**src/logic/lse_pkg.sv**
```systemverilog
// Purpose: Shared constants and types for the line sense error logic
// Assumes: 100 MHz system clock
// Notes:   Sense byte bit 0 is the most significant bit of the returned byte
package lse_pkg;

  // ----------------------------------------
  // Commands
  // ----------------------------------------
  typedef enum logic [3:0] {
    LSE_CMD_WRITE, LSE_CMD_READ, LSE_CMD_POLL, LSE_CMD_SEARCH,
    LSE_CMD_PREPARE, LSE_CMD_ADD_PREP, LSE_CMD_ENABLE, LSE_CMD_DISABLE,
    LSE_CMD_DIAL, LSE_CMD_WRAP, LSE_CMD_BREAK, LSE_CMD_SENSE,
    LSE_CMD_INHIBIT, LSE_CMD_SET_MODE, LSE_CMD_NOP
  } lse_cmd_t;

  // ----------------------------------------
  // Sense field bit positions (Verilog index, bit 7 is MSB of byte)
  // ----------------------------------------
  localparam int LSE_SB_INTV = 6;
  localparam int LSE_SB_BUSP = 5;
  localparam int LSE_SB_EQCK = 4;

  // ----------------------------------------
  // Timing
  // ----------------------------------------
  localparam longint LSE_CLK_HZ      = 100_000_000;
  localparam longint LSE_TX_TMO_S    = 28;
  localparam longint LSE_RX_TMO_S    = 1;
  localparam longint LSE_TX_TMO_CYC  = LSE_TX_TMO_S * LSE_CLK_HZ;
  localparam longint LSE_RX_TMO_CYC  = LSE_RX_TMO_S * LSE_CLK_HZ;
  localparam int     LSE_TMO_W       = 32;
  localparam logic [7:0] LSE_SENSE_RST = 8'h00;

  // ----------------------------------------
  // Command strobe from the channel
  // ----------------------------------------
  typedef struct packed {
    logic     valid;
    lse_cmd_t cmd;
    logic [7:0] byte_val;
    logic     parity;
  } lse_cmd_in_t;

  // ----------------------------------------
  // Modem and adapter status
  // ----------------------------------------
  typedef struct packed {
    logic power_on;
    logic off_hook;
    logic data_mode;
    logic attached;
    logic line_enabled;
    logic tx_oper;
    logic rx_oper;
    logic acu_power_on;
    logic acu_attached;
  } lse_modem_t;

  typedef enum logic [1:0] {LSE_IDLE, LSE_WAIT_TX, LSE_WAIT_RX} lse_state_t;

  typedef struct packed {
    lse_state_t       state;
    logic [LSE_TMO_W-1:0] cnt;
    logic [LSE_TMO_W-1:0] limit;
    logic             active;
    logic [7:0]       sense;
    logic [7:0]       sense_out;
    logic             sense_vld;
  } lse_regs_t;

endpackage

```
**src/logic/lse_line_sense.sv**
```systemverilog
// Purpose: Error sense bits for one communications line
// Assumes: Inputs synchronous to i_sys_clk; transmit and receive timeouts are parameters, prepare timeout is an input
// Notes:   Sense byte held until the next non-sense command to the line
`timescale 1ns/1ps
`default_nettype none

// Summary of operation
// - Sync write or poll sets intervention required if transmit operational is not reached in 28 s.
// - Sync read, search or address prepare sets intervention if receive operational misses 1 s.
// - Sync prepare sets intervention if receive operational misses the terminal-chosen timeout.
// - Sync write, poll, read, search and prepare commands report intervention for modem power off, on hook, no data mode, absent or disabled.
// - Dial reports intervention when the calling unit is off or absent.
// - Bad odd parity on bus-out data during write, dial, wrap or break sets bus-out parity.
// - Bad parity on the command byte of any command sets bus-out parity.
// - A new command while one is still active sets equipment check.
// - Base check or storage parity check sets equipment check for any command.
// - Enable that leaves the enable latch clear flags equipment check.
// - Disable that leaves the enable latch set flags equipment check.
// - Dial flags equipment check if the call request latch fails to set or clear.
// - Sense returns one byte from the stored sense field of the line.
module lse_line_sense
  import lse_pkg::*;
#(
  parameter longint TX_TMO_CYC = LSE_TX_TMO_CYC,
  parameter longint RX_TMO_CYC = LSE_RX_TMO_CYC
) (
  // Clock and reset
  input  wire logic        i_sys_clk,
  input  wire logic        i_rst,
  // Channel side
  input  wire lse_cmd_in_t i_cmd,
  input  wire logic        i_data_svc,
  input  wire logic [7:0]  i_bus_out,
  input  wire logic        i_bus_out_par,
  input  wire logic        i_cmd_end,
  // Line configuration and status
  input  wire logic        i_sync_terminal_mode,
  input  wire lse_modem_t  i_modem,
  input  wire logic [LSE_TMO_W-1:0] i_prep_tmo_cyc,
  // Internal checks
  input  wire logic        i_base_check,
  input  wire logic        i_store_par_check,
  input  wire logic        i_xfer_chk_vld,
  input  wire logic [7:0]  i_serializer,
  input  wire logic [7:0]  i_tx_latch,
  input  wire logic        i_latch_chk_vld,
  input  wire logic        i_enable_latch,
  input  wire logic        i_call_req_latch,
  input  wire logic        i_call_req_expect,
  // Sense answer and command status
  output logic [7:0]       o_sense_byte,
  output logic             o_sense_vld,
  output logic [7:0]       o_sense_field,
  output logic             o_cmd_active
);

  // ----------------------------------------
  // State
  // ----------------------------------------
  lse_regs_t  r_ff;
  lse_regs_t  nxt_r;
  lse_cmd_t   cur_cmd_ff;
  lse_cmd_t   nxt_cur_cmd;
  logic       modem_bad;
  logic       new_cmd;

  assign modem_bad = !i_modem.power_on || !i_modem.off_hook || !i_modem.data_mode ||
                     !i_modem.attached || !i_modem.line_enabled;
  assign new_cmd   = i_cmd.valid && (i_cmd.cmd != LSE_CMD_SENSE);

  // ----------------------------------------
  // Next state
  // ----------------------------------------
  always_comb begin
    nxt_r       = r_ff;
    nxt_cur_cmd = cur_cmd_ff;
    nxt_r.sense_vld = 1'b0;
    // ----------------------------------------
    // Command acceptance
    // ----------------------------------------
    if (i_cmd.valid) begin
      if (i_cmd.cmd == LSE_CMD_SENSE) begin
        nxt_r.sense_out = r_ff.sense;
        nxt_r.sense_vld = 1'b1;
      end else begin
        // Clearing here means a sense after this command sees only its own errors
        nxt_r.sense  = LSE_SENSE_RST;
        nxt_r.active = 1'b1;
        nxt_cur_cmd  = i_cmd.cmd;
        nxt_r.state  = LSE_IDLE;
        nxt_r.cnt    = '0;
        if (r_ff.active) begin
          nxt_r.sense[LSE_SB_EQCK] = 1'b1;
        end
        if (i_sync_terminal_mode) begin
          case (i_cmd.cmd)
            LSE_CMD_WRITE, LSE_CMD_POLL: begin
              nxt_r.state = LSE_WAIT_TX;
              nxt_r.limit = TX_TMO_CYC[LSE_TMO_W-1:0];
            end
            LSE_CMD_READ, LSE_CMD_SEARCH, LSE_CMD_ADD_PREP: begin
              nxt_r.state = LSE_WAIT_RX;
              nxt_r.limit = RX_TMO_CYC[LSE_TMO_W-1:0];
            end
            LSE_CMD_PREPARE: begin
              nxt_r.state = LSE_WAIT_RX;
              nxt_r.limit = i_prep_tmo_cyc;
            end
            default: nxt_r.state = LSE_IDLE;
          endcase
          if (modem_bad && i_cmd.cmd inside {LSE_CMD_WRITE, LSE_CMD_POLL, LSE_CMD_READ,
              LSE_CMD_SEARCH, LSE_CMD_ADD_PREP, LSE_CMD_PREPARE}) begin
            nxt_r.sense[LSE_SB_INTV] = 1'b1;
          end
        end
        if (i_cmd.cmd == LSE_CMD_DIAL &&
            (!i_modem.acu_power_on || !i_modem.acu_attached)) begin
          nxt_r.sense[LSE_SB_INTV] = 1'b1;
        end
      end
      if (^{i_cmd.byte_val, i_cmd.parity} != 1'b1) begin
        nxt_r.sense[LSE_SB_BUSP] = 1'b1;
      end
    end
    // ----------------------------------------
    // Modem readiness timeouts
    // ----------------------------------------
    // A new command restarts the timer, so the old wait must not overwrite it
    if (!new_cmd) begin
      case (r_ff.state)
        LSE_WAIT_TX, LSE_WAIT_RX: begin
          if ((r_ff.state == LSE_WAIT_TX) ? i_modem.tx_oper : i_modem.rx_oper) begin
            nxt_r.state = LSE_IDLE;
          end else if (r_ff.cnt >= r_ff.limit - 1'b1) begin
            nxt_r.sense[LSE_SB_INTV] = 1'b1;
            nxt_r.state = LSE_IDLE;
          end else begin
            nxt_r.cnt = r_ff.cnt + 1'b1;
          end
        end
        default: ;
      endcase
    end
    // ----------------------------------------
    // Checks while a command is active
    // ----------------------------------------
    // Checks are skipped in the cycle of a new command, which has just cleared the field
    if (r_ff.active && !new_cmd) begin
      if (i_data_svc && (^{i_bus_out, i_bus_out_par} != 1'b1) &&
          cur_cmd_ff inside {LSE_CMD_WRITE, LSE_CMD_DIAL, LSE_CMD_WRAP, LSE_CMD_BREAK}) begin
        nxt_r.sense[LSE_SB_BUSP] = 1'b1;
      end
      if (!i_sync_terminal_mode && i_xfer_chk_vld && (i_serializer != i_tx_latch) &&
          cur_cmd_ff inside {LSE_CMD_WRITE, LSE_CMD_POLL, LSE_CMD_WRAP, LSE_CMD_BREAK}) begin
        nxt_r.sense[LSE_SB_EQCK] = 1'b1;
      end
      if (i_latch_chk_vld) begin
        case (cur_cmd_ff)
          LSE_CMD_ENABLE: begin
            if (!i_enable_latch) begin
              nxt_r.sense[LSE_SB_EQCK] = 1'b1;
            end
          end
          LSE_CMD_DISABLE: begin
            if (i_enable_latch) begin
              nxt_r.sense[LSE_SB_EQCK] = 1'b1;
            end
          end
          LSE_CMD_DIAL: begin
            if (i_call_req_latch != i_call_req_expect) begin
              nxt_r.sense[LSE_SB_EQCK] = 1'b1;
            end
          end
          default: ;
        endcase
      end
      if (i_cmd_end) begin
        nxt_r.active = 1'b0;
        nxt_r.state  = LSE_IDLE;
      end
    end
    // ----------------------------------------
    // Internal checks
    // ----------------------------------------
    // Internal checks win over a same-cycle clear
    if (i_base_check || i_store_par_check) begin
      nxt_r.sense[LSE_SB_EQCK] = 1'b1;
    end
  end

  // ----------------------------------------
  // Registers
  // ----------------------------------------
  always_ff @(posedge i_sys_clk) begin
    if (i_rst) begin
      r_ff       <= '0;
      cur_cmd_ff <= LSE_CMD_NOP;
    end else begin
      r_ff       <= nxt_r;
      cur_cmd_ff <= nxt_cur_cmd;
    end
  end

  // ----------------------------------------
  // Outputs
  // ----------------------------------------
  assign o_sense_byte  = r_ff.sense_out;
  assign o_sense_vld   = r_ff.sense_vld;
  assign o_sense_field = r_ff.sense;
  assign o_cmd_active  = r_ff.active;

endmodule

`default_nettype wire

```
**config.mk**
```make
export PLATFORM = sky130hd
export DESIGN_NAME = lse_line_sense
export DESIGN_NICKNAME = d
export VERILOG_FILES = /design/src/logic/lse_pkg.sv /design/src/logic/lse_line_sense.sv
export SDC_FILE = /design/constraint.sdc
export NUM_CORES = 1
export LEC_CHECK = 0
export BUFFER_PORTS_ARGS = -buffer_cell sky130_fd_sc_hd__buf_2
export CORE_ASPECT_RATIO = 0.8
export CORE_UTILIZATION = 56
export DETAILED_ROUTE_END_ITERATION = 8
export GPL_TIMING_DRIVEN = 0
export PLACE_DENSITY = 0.82
export SETUP_SLACK_MARGIN = 0.15
export SLEW_MARGIN = 20
export SYNTH_ARGS = -nofsm -noshare
export SYNTH_HDL_FRONTEND = slang
export SYNTH_SLANG_ARGS = --single-unit
```
**constraint.sdc**
```tcl
create_clock -name i_sys_clk -period 4.7 [get_ports i_sys_clk]
set_input_delay 0.235 -clock i_sys_clk [delete_from_list [all_inputs] [get_ports i_sys_clk]]
set_output_delay 0.235 -clock i_sys_clk [all_outputs]
set_load 0.005 [all_outputs]
```
==> summary.txt, run 1 <==
Synthesis
  – Post-Syn Instances: about 600
  – Warnings from Yosys: 0
  – Main flop type after synthesis: dfxtp_1
  – Syn Area/Cell: roughly 8.5 µm²
  – Area leader, netlist: dfxtp_1
  – Synthesized area: 5160 µm²
  – Post-synthesis async set-or-reset flop share: 0
  – Largest cells by area after synthesis: dfxtp_1, ha_1, xnor2_1
  – Post-synth EDFFs: 0
  – Area fraction of the dominant cell type after synthesis: 0.302
  – Sequential area share after synthesis: 0.302
  – Yosys reg bits: between 70 and 80
  – Synth cell types: between 50 and 60

Detailed routing
  – Starting DRT DRC Count: around 430
  – Via Count: around 5300
  – Wire per inst: between 15 and 20 µm
  – Post-Route WL: 15.0 mm
  – Residual DRC: 0
  – DRT Pass-1 Iters: 7
  – Vias per cell: between 6 and 7
  – Routed Antenna Nets: 0

Timing
  – Final slew viol count: 0
  – Tightest Pin Transition: around 1000 ps
  – Max-slew headroom: 0.296
  – Worst clock skew: around 4.8 ps
  – Ratio of final minimum period to clock period: 0.948
  – Hold_ws: between 100 and 150 ps
  – Unrepaired setup endpoints after global routing: false
  – Setup_tns: 0 ps
  – Post-route minimum period: 4450 ps
  – Fin. Hold Viols: 0
  – # setup viols final: 0
  – Top achievable clock speed: 224 MHz

Final layout
  – Multi-input gate area: ~3400 µm²
  – # fillers: approximately 670
  – Area growth syn-to-layout: 21.0%
  – Reg area: around 1600 µm²
  – Layout Nets: approximately 860
  – Antenna Diode Count: 0
  – Layout cells sized above 1: 0.235

Worst setup path
  – WP data required: 4970 ps
  – Reg2Reg Depth: 16
  – Critical path type: flop to flop
  – CP Capture Type: flop
  – Worst setup SP type: flop
  – Critical Path Fanout Max: 10
  – Reg2reg start: r_ff[23]$_SDFFE_PP0P_
  – Data arrival, critical path: roughly 4700 ps
  – Reg2reg setup slack: between 200 and 250 ps
  – RR Endpoint: r_ff[51]$_SDFF_PP0_

Global route
  – Pin count of the biggest net entering global routing: 14
  – Vias in the first global route: 4831
  – Initial antenna violation count: 0
  – GRT Util Overall: 0.315
  – Total gr overflow: 0
  – First-pass GRT wire length: around 23 mm

Clock network
  – CTS tree: yes
  – Clock transition at the registers of the reported paths: around 60 ps
  – Clock Sinks: 78
  – CTS root buffer: clkbuf_16
  – Clk_lat worst skew: between 300 and 400 ps
  – Hold Buf Count CTS: 0
  – CTS H-tree depth: 3
  – Max Root-Sink Buffers: 2
  – CTS Buf Count: 9

Place
  – Hpwl dp: around 11 mm
  – Placer Congestion: 0.930
  – IO Port Bufs: 98

Die
  – Initial core utilization: 0.593
  – Die Ht: roughly 88 µm
  – I/O pin cnt: 110
  – Rows: 30
  – Die Wd: 109 µm
  – Die area: between 9000 and 10000 µm²
  – Core area: roughly 8700 µm²

Worst hold path
  – Min-delay src: i_prep_tmo_cyc[9]
  – Hold Path End: r_ff[27]$_SDFFE_PP0P_
  – Hold Crit Class: input pin to flop
  – Hold Path Cell Cnt: 3

Power
  – Gate power share: 0.188
  – Leakage: between 2 and 3 nW
  – Internal power: about 1.3 mW
  – Flop pwr share: 0.395
  – Clock power frac: 0.417
  – Net Sw Frac: 0.267
  – P_sw: 0.466 mW
  – Tot Pwr: ~1.7 mW
  – Max rail drop VDD: around 0.00026 V
  – P per Cell Area: approximately 280 nW/µm²

Status
  – Outcome: finished, final reports clean

Job
  – Max Cap Viol: 0
[worst max-delay path by stage]
stage	startpoint	end	slack (ps)	depth (start not counted)
after global placement	r_ff[20]$_SDFFE_PP0P_	o_sense_field[6]$_SDFF_PP0_	140	14
final	r_ff[23]$_SDFFE_PP0P_	r_ff[51]$_SDFF_PP0_	250	16
after detailed placement	r_ff[20]$_SDFFE_PP0P_	o_sense_field[6]$_SDFF_PP0_	40	15
after floorplan	r_ff[20]$_SDFFE_PP0P_	o_sense_field[6]$_SDFF_PP0_	710	15
after global routing	r_ff[23]$_SDFFE_PP0P_	r_ff[64]$_SDFF_PP0_	80	16
after CTS	r_ff[20]$_SDFFE_PP0P_	r_ff[65]$_SDFF_PP0_	120	14
[synth_stat cells, drive strengths merged (14+ instances only)]
library cell and instances:
nor3 22, buf 23, dfxtp 78, nand3 30, or4 27, nand4 17, a21oi 44, nand2 40
ha 35, xnor2 37, a22oi 14, clkbuf 20, o31ai 21, a221oi 14, nor2 53, xor2 16
[cell families after synthesis]
group,Yosys count,share of synthesized area
AND/OR/NAND/NOR,242,0.264
AO/OA/AOI/OAI,131,0.177
flip-flops,78,0.302
XOR/XNOR,54,0.0943
buffers and inverters,54,0.0545
adder cells (fa/ha/maj),35,0.0848
multiplexers,11,0.0216
other,1,0.000726
[layer usage]
metal  GRT usage  vias to the layer above  part of all wire  routed length, µm
li1            -                     2521                 -                  -
met1       0.425                     2469              0.43               6420
met2       0.514                      270              0.46               6890
met3      0.0610                       29             0.096               1440
met4      0.0885                        0             0.016                243
met5           0                        -                 0                  0
[critical path, cell delays in order (launching register included)]
cell	delay [ps]
dfxtp_1	340
or4_4	590
nor4_4	280
nand3_2	150
or3_4	350
buf_6	140
nor4_4	230
xnor2_1	130
ha_1	320
nand4_1	220
or3_4	430
a311oi_4	420
buf_6	180
buf_4	130
clkbuf_4	200
o21ai_0	100
a21oi_1	150
[power groups by stage]
stage / clock network [mW] / logic, mW / registers [mW]
final: 0.727 / 0.329 / 0.690
after detailed placement: 0 / 0.314 / 0.703
after global placement: 0 / 0.298 / 0.702
after global routing: 0.760 / 0.356 / 0.690
after CTS: 0.731 / 0.316 / 0.689
after floorplan: 0 / 0.224 / 0.699
[cells in the final DEF (no fill, tap or decap), types with 5 or more instances in the layout]
master,synthesis,layout
dfxtp_1,78,78
xor2_1,16,16
nand2b_1,5,5
buf_2,3,99
buf_4,18,24
or3_1,11,9
inv_1,11,11
a22oi_1,14,14
nor2_1,53,53
a21oi_1,44,44
nor3_1,19,18
clkbuf_1,20,19
and3_1,8,8
o221a_2,7,7
mux2i_1,10,10
a221oi_1,13,13
nor4_1,8,8
o31ai_1,21,21
nand3_1,28,28
xnor2_1,37,37
o21ai_0,11,10
ha_1,35,35
or4_1,24,24
clkbuf_16,0,9
conb_1,1,10
nand2_1,40,40
nand4_1,17,17
[registers in the layout, summed over array words and instances (netlist names)]
name and cells:
o_cmd_active 1, o_sense_byte 3, r_ff 66, o_sense_field 3, cur_cmd_ff 4, o_sense_vld 1
[cell type report]
type                            instances  area share
Buffer                                 43      0.0409
Clock buffer                           12      0.0411
Clock inverter                          4     0.00862
Inverter                               11     0.00661
Multi-Input combinational cell        483       0.542
Sequential cell                        78       0.250
Tap cell                              112      0.0224
Timing Repair Buffer                  106      0.0882
[stage by stage]
step | instance area (µm²) | worst slack (ps) | utilization | instances
floorplan | 5200 | 707 | - | 615
global placement | 5830 | 141 | 0.669 | 825
detailed placement | 5830 | 35.3 | 0.669 | 825
CTS | 6150 | 117 | 0.706 | 841
global route | 6240 | 76.0 | 0.717 | 849
finish | 6240 | 246 | 0.717 | 849
[repair_timing]
| item | CTS | global route |
|---|---|---|
| endpoints found under the setup margin | 18 | 30 |
| resized for setup | 1 | 13 |
| pin swaps | 0 | 8 |
| setup buffers | 0 | 8 |
Power figures use the tool's default switching activity.
==> run 2: changes to the inputs <==
--- a/config.mk
+++ b/config.mk
@@ -5,7 +5,7 @@
 export SDC_FILE = /design/constraint.sdc
 export NUM_CORES = 1
 export LEC_CHECK = 0
-export BUFFER_PORTS_ARGS = -buffer_cell sky130_fd_sc_hd__buf_2
+export BUFFER_PORTS_ARGS = -buffer_cell sky130_fd_sc_hd__buf_4
 export CORE_ASPECT_RATIO = 0.8
 export CORE_UTILIZATION = 56
 export DETAILED_ROUTE_END_ITERATION = 8
==> constraint.sdc (replaced) <==
create_clock -name i_sys_clk -period 5.1 [get_ports i_sys_clk]
set_input_delay 0.255 -clock i_sys_clk [delete_from_list [all_inputs] [get_ports i_sys_clk]]
set_output_delay 0.255 -clock i_sys_clk [all_outputs]
set_load 0.005 [all_outputs]
==> summary.txt, run 2 (synthesis results as in run 1) <==
Status
  – Outcome: finished, final reports clean

Timing
  – Unrepaired setup endpoints after global routing: false
  – Top achievable clock speed: roughly 210 MHz
  – Fin. Hold Viols: 0
  – # setup viols final: 0
  – Ratio of final minimum period to clock period: 0.923
  – Setup_tns: 0 ps
  – Post-route minimum period: roughly 4700 ps
  – Max-slew headroom: 0.314
  – Tightest Pin Transition: ~1000 ps
  – Worst setup margin: ~400 ps
  – Final slew viol count: 0
  – Worst clock skew: between 5 and 6 ps

Power
  – Net Sw Frac: 0.251
  – Flop pwr share: 0.373
  – Clock power frac: 0.435
  – P per Cell Area: between 200 and 300 nW/µm²
  – P_sw: 0.427 mW
  – Tot Pwr: 1.70 mW
  – Gate power share: 0.192
  – Max rail drop VDD: approximately 0.00032 V
  – Leakage: 2.67 nW
  – Internal power: 1.28 mW

Detailed routing
  – Wire per inst: around 19 µm
  – Residual DRC: 0
  – Via Count: 5313
  – DRT Pass-1 Iters: 5
  – Post-Route WL: about 16 mm
  – Vias per cell: 6.31
  – Routed Antenna Nets: 0
  – Starting DRT DRC Count: approximately 460

Place
  – IO Port Bufs: between 90 and 100
  – Placer Congestion: 0.959
  – Setup WS pre-CTS: 286 ps
  – Hpwl dp: between 10 and 15 mm
  – Placed Instances: 825

Die
  – Die Wd: ~110 µm
  – Core area: around 8700 µm²
  – I/O pin cnt: 110
  – Die Ht: ~88 µm
  – Initial core utilization: 0.593
  – Die area: a little under 10000 µm²
  – Rows: 30

Global route
  – GRT Util Overall: 0.344
  – Total gr overflow: 0
  – Pin count of the biggest net entering global routing: 13
  – First-pass GRT wire length: roughly 25 mm
  – Initial antenna violation count: 0
  – Vias in the first global route: 5111

Worst hold path
  – Hold Path End: r_ff[46]$_SDFFE_PP0P_
  – Min-delay src: i_prep_tmo_cyc[28]
  – Hold Path Cell Cnt: 3
  – Hold Crit Class: input pin to flop

Worst setup path
  – Reg2Reg Depth: 15
  – Critical Path Fanout Max: 10
  – Worst setup SP type: flop
  – RR Endpoint: o_sense_field[6]$_SDFF_PP0_
  – WP data required: around 5300 ps
  – Data arrival, critical path: 4940 ps
  – Reg2reg start: r_ff[20]$_SDFFE_PP0P_
  – CP Capture Type: flop
  – Critical path type: flop to flop
  – Reg2reg setup slack: 390 ps

Final layout
  – Most flops, register: r_ff
  – Area growth syn-to-layout: 24.8%
  – Layout Nets: 853
  – Most common cell after layout, fill and taps aside: buf_4
  – Fin cells: between 800 and 900
  – Final Util: 0.740
  – Most frequent cells in the layout: buf_4, dfxtp_1, nor2_1
  – Antenna Diode Count: 0
  – Largest register FFs: 66
  – Registers with the most flip-flops: r_ff x66, cur_cmd_ff x4
  – Layout cells sized above 1: 0.221

Clock network
  – CTS tree: yes
  – CTS root buffer: clkbuf_16
  – Hold Buf Count CTS: 0
  – Max Root-Sink Buffers: 2
  – Clock transition at the registers of the reported paths: around 60 ps
  – Clock Sinks: 78
  – CTS Buf Count: 9
  – Clk_lat worst skew: between 300 and 400 ps
  – CTS H-tree depth: 3

Job
  – Max Cap Viol: 0
## run 2: worst max-delay path, stage by stage (launching register included)
cell,delay (ps)
dfxtp_1,340
or4_4,590
nor4_4,310
nand3_2,150
or3_1,350
buf_6,150
nor4_4,270
xnor2_1,140
ha_1,320
nand4_1,210
or3_1,510
a311oi_4,430
buf_4,240
buf_4,180
o21ai_0,130
a221oi_1,300
## run 2: final cells by class
class                      count  area, µm²
sequential                    78       1560
tap                          112        140
multi-input combinational    483       3370
clock buffer                  11        243
inverter                      11       41.3
buffer                        43        240
timing repair buffer         100        751
fill                         672       2270
clock inverter                 4       95.1
## run 2: how the worst max path moves through the flow
stage / from / end / cells after the start / slack [ps]
after floorplan: r_ff[20]$_SDFFE_PP0P_ / o_sense_field[6]$_SDFF_PP0_ / 15 / 1110
after detailed placement: r_ff[20]$_SDFFE_PP0P_ / o_sense_field[6]$_SDFF_PP0_ / 14 / 290
after global placement: r_ff[20]$_SDFFE_PP0P_ / o_sense_field[6]$_SDFF_PP0_ / 14 / 530
after CTS: r_ff[20]$_SDFFE_PP0P_ / o_sense_field[6]$_SDFF_PP0_ / 14 / 260
final: r_ff[20]$_SDFFE_PP0P_ / o_sense_field[6]$_SDFF_PP0_ / 15 / 390
after global routing: r_ff[20]$_SDFFE_PP0P_ / r_ff[65]$_SDFF_PP0_ / 15 / 180
## run 2: power groups by stage
stage | combinational (mW) | sequential (mW) | clock, mW
6_report | 0.327 | 0.636 | 0.740
5_1_grt | 0.354 | 0.637 | 0.763
4_1_cts | 0.323 | 0.635 | 0.738
3_5_place_dp | 0.315 | 0.648 | 0
3_3_place_gp | 0.297 | 0.647 | 0
2_1_floorplan | 0.206 | 0.644 | 0
## run 2: timing repair
action / CTS / global route
setup buffers: 0 / 2
gates resized for setup: 0 / 2
endpoints found under the setup margin: 0 / 26
## run 2: per-layer routing
metal	GRT usage	wire length, µm	vias to the layer above
met4	0.137	484	0
met2	0.556	7230	277
li1	-	-	2509
met1	0.449	6580	2474
met3	0.0744	1420	53
met5	0	0	-
## run 2: stage by stage
stage / hold WS [ps] / area [µm²]
6_report: 155 / 6440
5_1_grt: 163 / 6440
4_1_cts: 155 / 6410
3_5_place_dp: 461 / 6070
3_3_place_gp: 449 / 6070
2_1_floorplan: 383 / 5200
==> run 3: changes to the inputs <==
--- a/config.mk
+++ b/config.mk
@@ -7,10 +7,10 @@
 export LEC_CHECK = 0
 export BUFFER_PORTS_ARGS = -buffer_cell sky130_fd_sc_hd__buf_4
 export CORE_ASPECT_RATIO = 0.8
-export CORE_UTILIZATION = 56
+export CORE_UTILIZATION = 60
 export DETAILED_ROUTE_END_ITERATION = 8
 export GPL_TIMING_DRIVEN = 0
-export PLACE_DENSITY = 0.82
+export PLACE_DENSITY = 0.87
 export SETUP_SLACK_MARGIN = 0.15
 export SLEW_MARGIN = 20
 export SYNTH_ARGS = -nofsm -noshare
==> constraint.sdc (replaced) <==
create_clock -name i_sys_clk -period 5.72 [get_ports i_sys_clk]
set_input_delay 0.286 -clock i_sys_clk [delete_from_list [all_inputs] [get_ports i_sys_clk]]
set_output_delay 0.286 -clock i_sys_clk [all_outputs]
set_load 0.005 [all_outputs]
==> summary.txt, run 3 (synthesis results as in run 1) <==
Status
  – Outcome: finished, final reports clean

Final layout
  – Most common cell after layout, fill and taps aside: buf_4
  – Registers with the most flip-flops: r_ff x66, cur_cmd_ff x4
  – Fin cells: 835
  – Antenna Diode Count: 0
  – Final Util: 0.778
  – Final instance area: ~6300 µm²
  – Largest register FFs: 66
  – Most flops, register: r_ff
  – Layout cells sized above 1: 0.217
  – Area growth syn-to-layout: 22.5%
  – Layout Nets: 851
  – Most frequent cells in the layout: buf_4, dfxtp_1, nor2_1

Global route
  – Vias in the first global route: 5038
  – Pin count of the biggest net entering global routing: 13
  – GRT Util Overall: 0.348
  – First-pass GRT wire length: roughly 25 mm
  – Total gr overflow: 0
  – Initial antenna violation count: 0

Clock network
  – Postcts setup bufs: 0
  – Hold Buf Count CTS: 0
  – Clk_lat worst skew: ~360 ps
  – Clock Sinks: about 80
  – CTS root buffer: clkbuf_8
  – CTS H-tree depth: 3
  – Max Root-Sink Buffers: 2
  – CTS Buf Count: 9
  – Clock transition at the registers of the reported paths: about 80 ps
  – Post-CTS sizing: 0
  – CTS tree: yes

Die
  – I/O pin cnt: 110
  – Die Wd: 106 µm
  – Initial core utilization: 0.635
  – Core area: between 8000 and 9000 µm²
  – Rows: 29
  – Die Ht: about 85 µm
  – Die area: roughly 9000 µm²

Power
  – Gate power share: 0.205
  – Internal power: around 1.0 mW
  – Clock power frac: 0.389
  – Max rail drop VDD: roughly 0.00020 V
  – Net Sw Frac: 0.254
  – P per Cell Area: approximately 220 nW/µm²
  – Tot Pwr: around 1.4 mW
  – Flop pwr share: 0.405
  – P_sw: around 0.35 mW
  – Leakage: about 2.6 nW

Timing
  – Max-slew headroom: 0.292
  – Setup_tns: 0 ps
  – Worst clock skew: around 9.7 ps
  – Post-route minimum period: 4750 ps
  – # setup viols final: 0
  – Worst setup margin: between 900 and 1000 ps
  – Final slew viol count: 0
  – Ratio of final minimum period to clock period: 0.831
  – Unrepaired setup endpoints after global routing: false
  – Fin. Hold Viols: 0
  – Hold_ws: 156 ps
  – Tightest Pin Transition: about 1100 ps
  – Top achievable clock speed: between 200 and 250 MHz

Worst setup path
  – WP data required: ~6000 ps
  – Reg2reg setup slack: between 900 and 1000 ps
  – Most frequent CP cell: buf_4
  – Slowest cell on crit path: or4_4
  – Data arrival, critical path: around 5000 ps
  – RR Endpoint: o_sense_field[6]$_SDFF_PP0_
  – Critical Path Fanout Max: 10
  – Reg2reg start: r_ff[20]$_SDFFE_PP0P_
  – Reg2Reg Depth: 14
  – Critical path type: flop to flop
  – CP Cell Sequence: or4_4, nor3_1, nand3_2, or3_4, nor3_2, xnor2_1, ha_1, nand4_1, or3_1, a311oi_2, buf_4, buf_4, o21ai_0, a221oi_1
  – Max incr delay on CP: slightly below 600 ps
  – Worst setup SP type: flop
  – CP Capture Type: flop

Job
  – Max Cap Viol: 0

Detailed routing
  – Vias per cell: between 6 and 7
  – Residual DRC: 0
  – DRT Pass-1 Iters: 6
  – Starting DRT DRC Count: ~430
  – Post-Route WL: 15.2 mm
  – Wire per inst: 18.2 µm
  – Routed Antenna Nets: 0
  – Via Count: ~5300

Place
  – Placed Instances: about 820
  – IO Port Bufs: 98
  – DP Area: a little over 6000 µm²
  – Setup WS pre-CTS: ~1100 ps
  – Placer Congestion: a little over 0.9
  – Hpwl dp: roughly 12 mm

Worst hold path
  – Hold Crit Class: input pin to flop
  – Min-delay src: i_prep_tmo_cyc[9]
  – Hold Path Cell Cnt: 3
  – Hold Path End: r_ff[27]$_SDFFE_PP0P_
## run 3: changes by cell type in the layout (fill, tap and decap cells not counted)
cell       previous run  this run
a311oi_2              0         1
nor3_1               18        19
clkbuf_1             21        20
clkbuf_16             9         0
bufinv_16             3         4
a311oi_4              1         0
clkinv_2              1         0
buf_4               118       116
nor3_2                3         2
clkbuf_8              1        10
## run 3: power by group through the flow
| stage | registers (mW) | logic, mW | clock network (mW) |
|---|---|---|---|
| 2_1_floorplan | 0.574 | 0.184 | 0 |
| 4_1_cts | 0.565 | 0.283 | 0.541 |
| 3_5_place_dp | 0.578 | 0.279 | 0 |
| 3_3_place_gp | 0.577 | 0.264 | 0 |
| 6_report | 0.566 | 0.287 | 0.544 |
| 5_1_grt | 0.567 | 0.314 | 0.565 |
## run 3: worst max-delay path by stage
stage / from / end / slack, ps
global route: r_ff[25]$_SDFFE_PP0P_ / o_sense_field[6]$_SDFF_PP0_ / 640
detailed placement: r_ff[20]$_SDFFE_PP0P_ / o_sense_field[6]$_SDFF_PP0_ / 1060
floorplan: r_ff[20]$_SDFFE_PP0P_ / o_sense_field[6]$_SDFF_PP0_ / 1730
CTS: r_ff[20]$_SDFFE_PP0P_ / o_sense_field[6]$_SDFF_PP0_ / 1020
global placement: r_ff[20]$_SDFFE_PP0P_ / o_sense_field[6]$_SDFF_PP0_ / 1130
finish: r_ff[20]$_SDFFE_PP0P_ / o_sense_field[6]$_SDFF_PP0_ / 970
## run 3: critical path, delay by kind of cell, from the launching register on
family / cells / cell delay (ps)
AND/OR/NAND/NOR: 7 / 2380
AO/OA/AOI/OAI: 3 / 1020
buffers and inverters: 2 / 450
flip-flops: 1 / 370
adder cells (fa/ha/maj): 1 / 300
XOR/XNOR: 1 / 110
## run 3: cell type report
cell class                      count  area, µm²
Clock inverter                      4        120
Buffer                             43        240
Clock buffer                       10        138
Timing Repair Buffer               98        736
Sequential cell                    78       1560
Multi-Input combinational cell    483       3350
Tap cell                          108        135
Inverter                           11       41.3
Fill cell                         579       1800
## run 3: metal layers
| metal | track usage | part of all wire | vias to the layer above |
|---|---|---|---|
| li1 | - | - | 2497 |
| met1 | 0.450 | 0.42 | 2497 |
| met2 | 0.576 | 0.46 | 289 |
| met3 | 0.0853 | 0.093 | 46 |
| met4 | 0.102 | 0.023 | 0 |
| met5 | 0 | 0 | - |
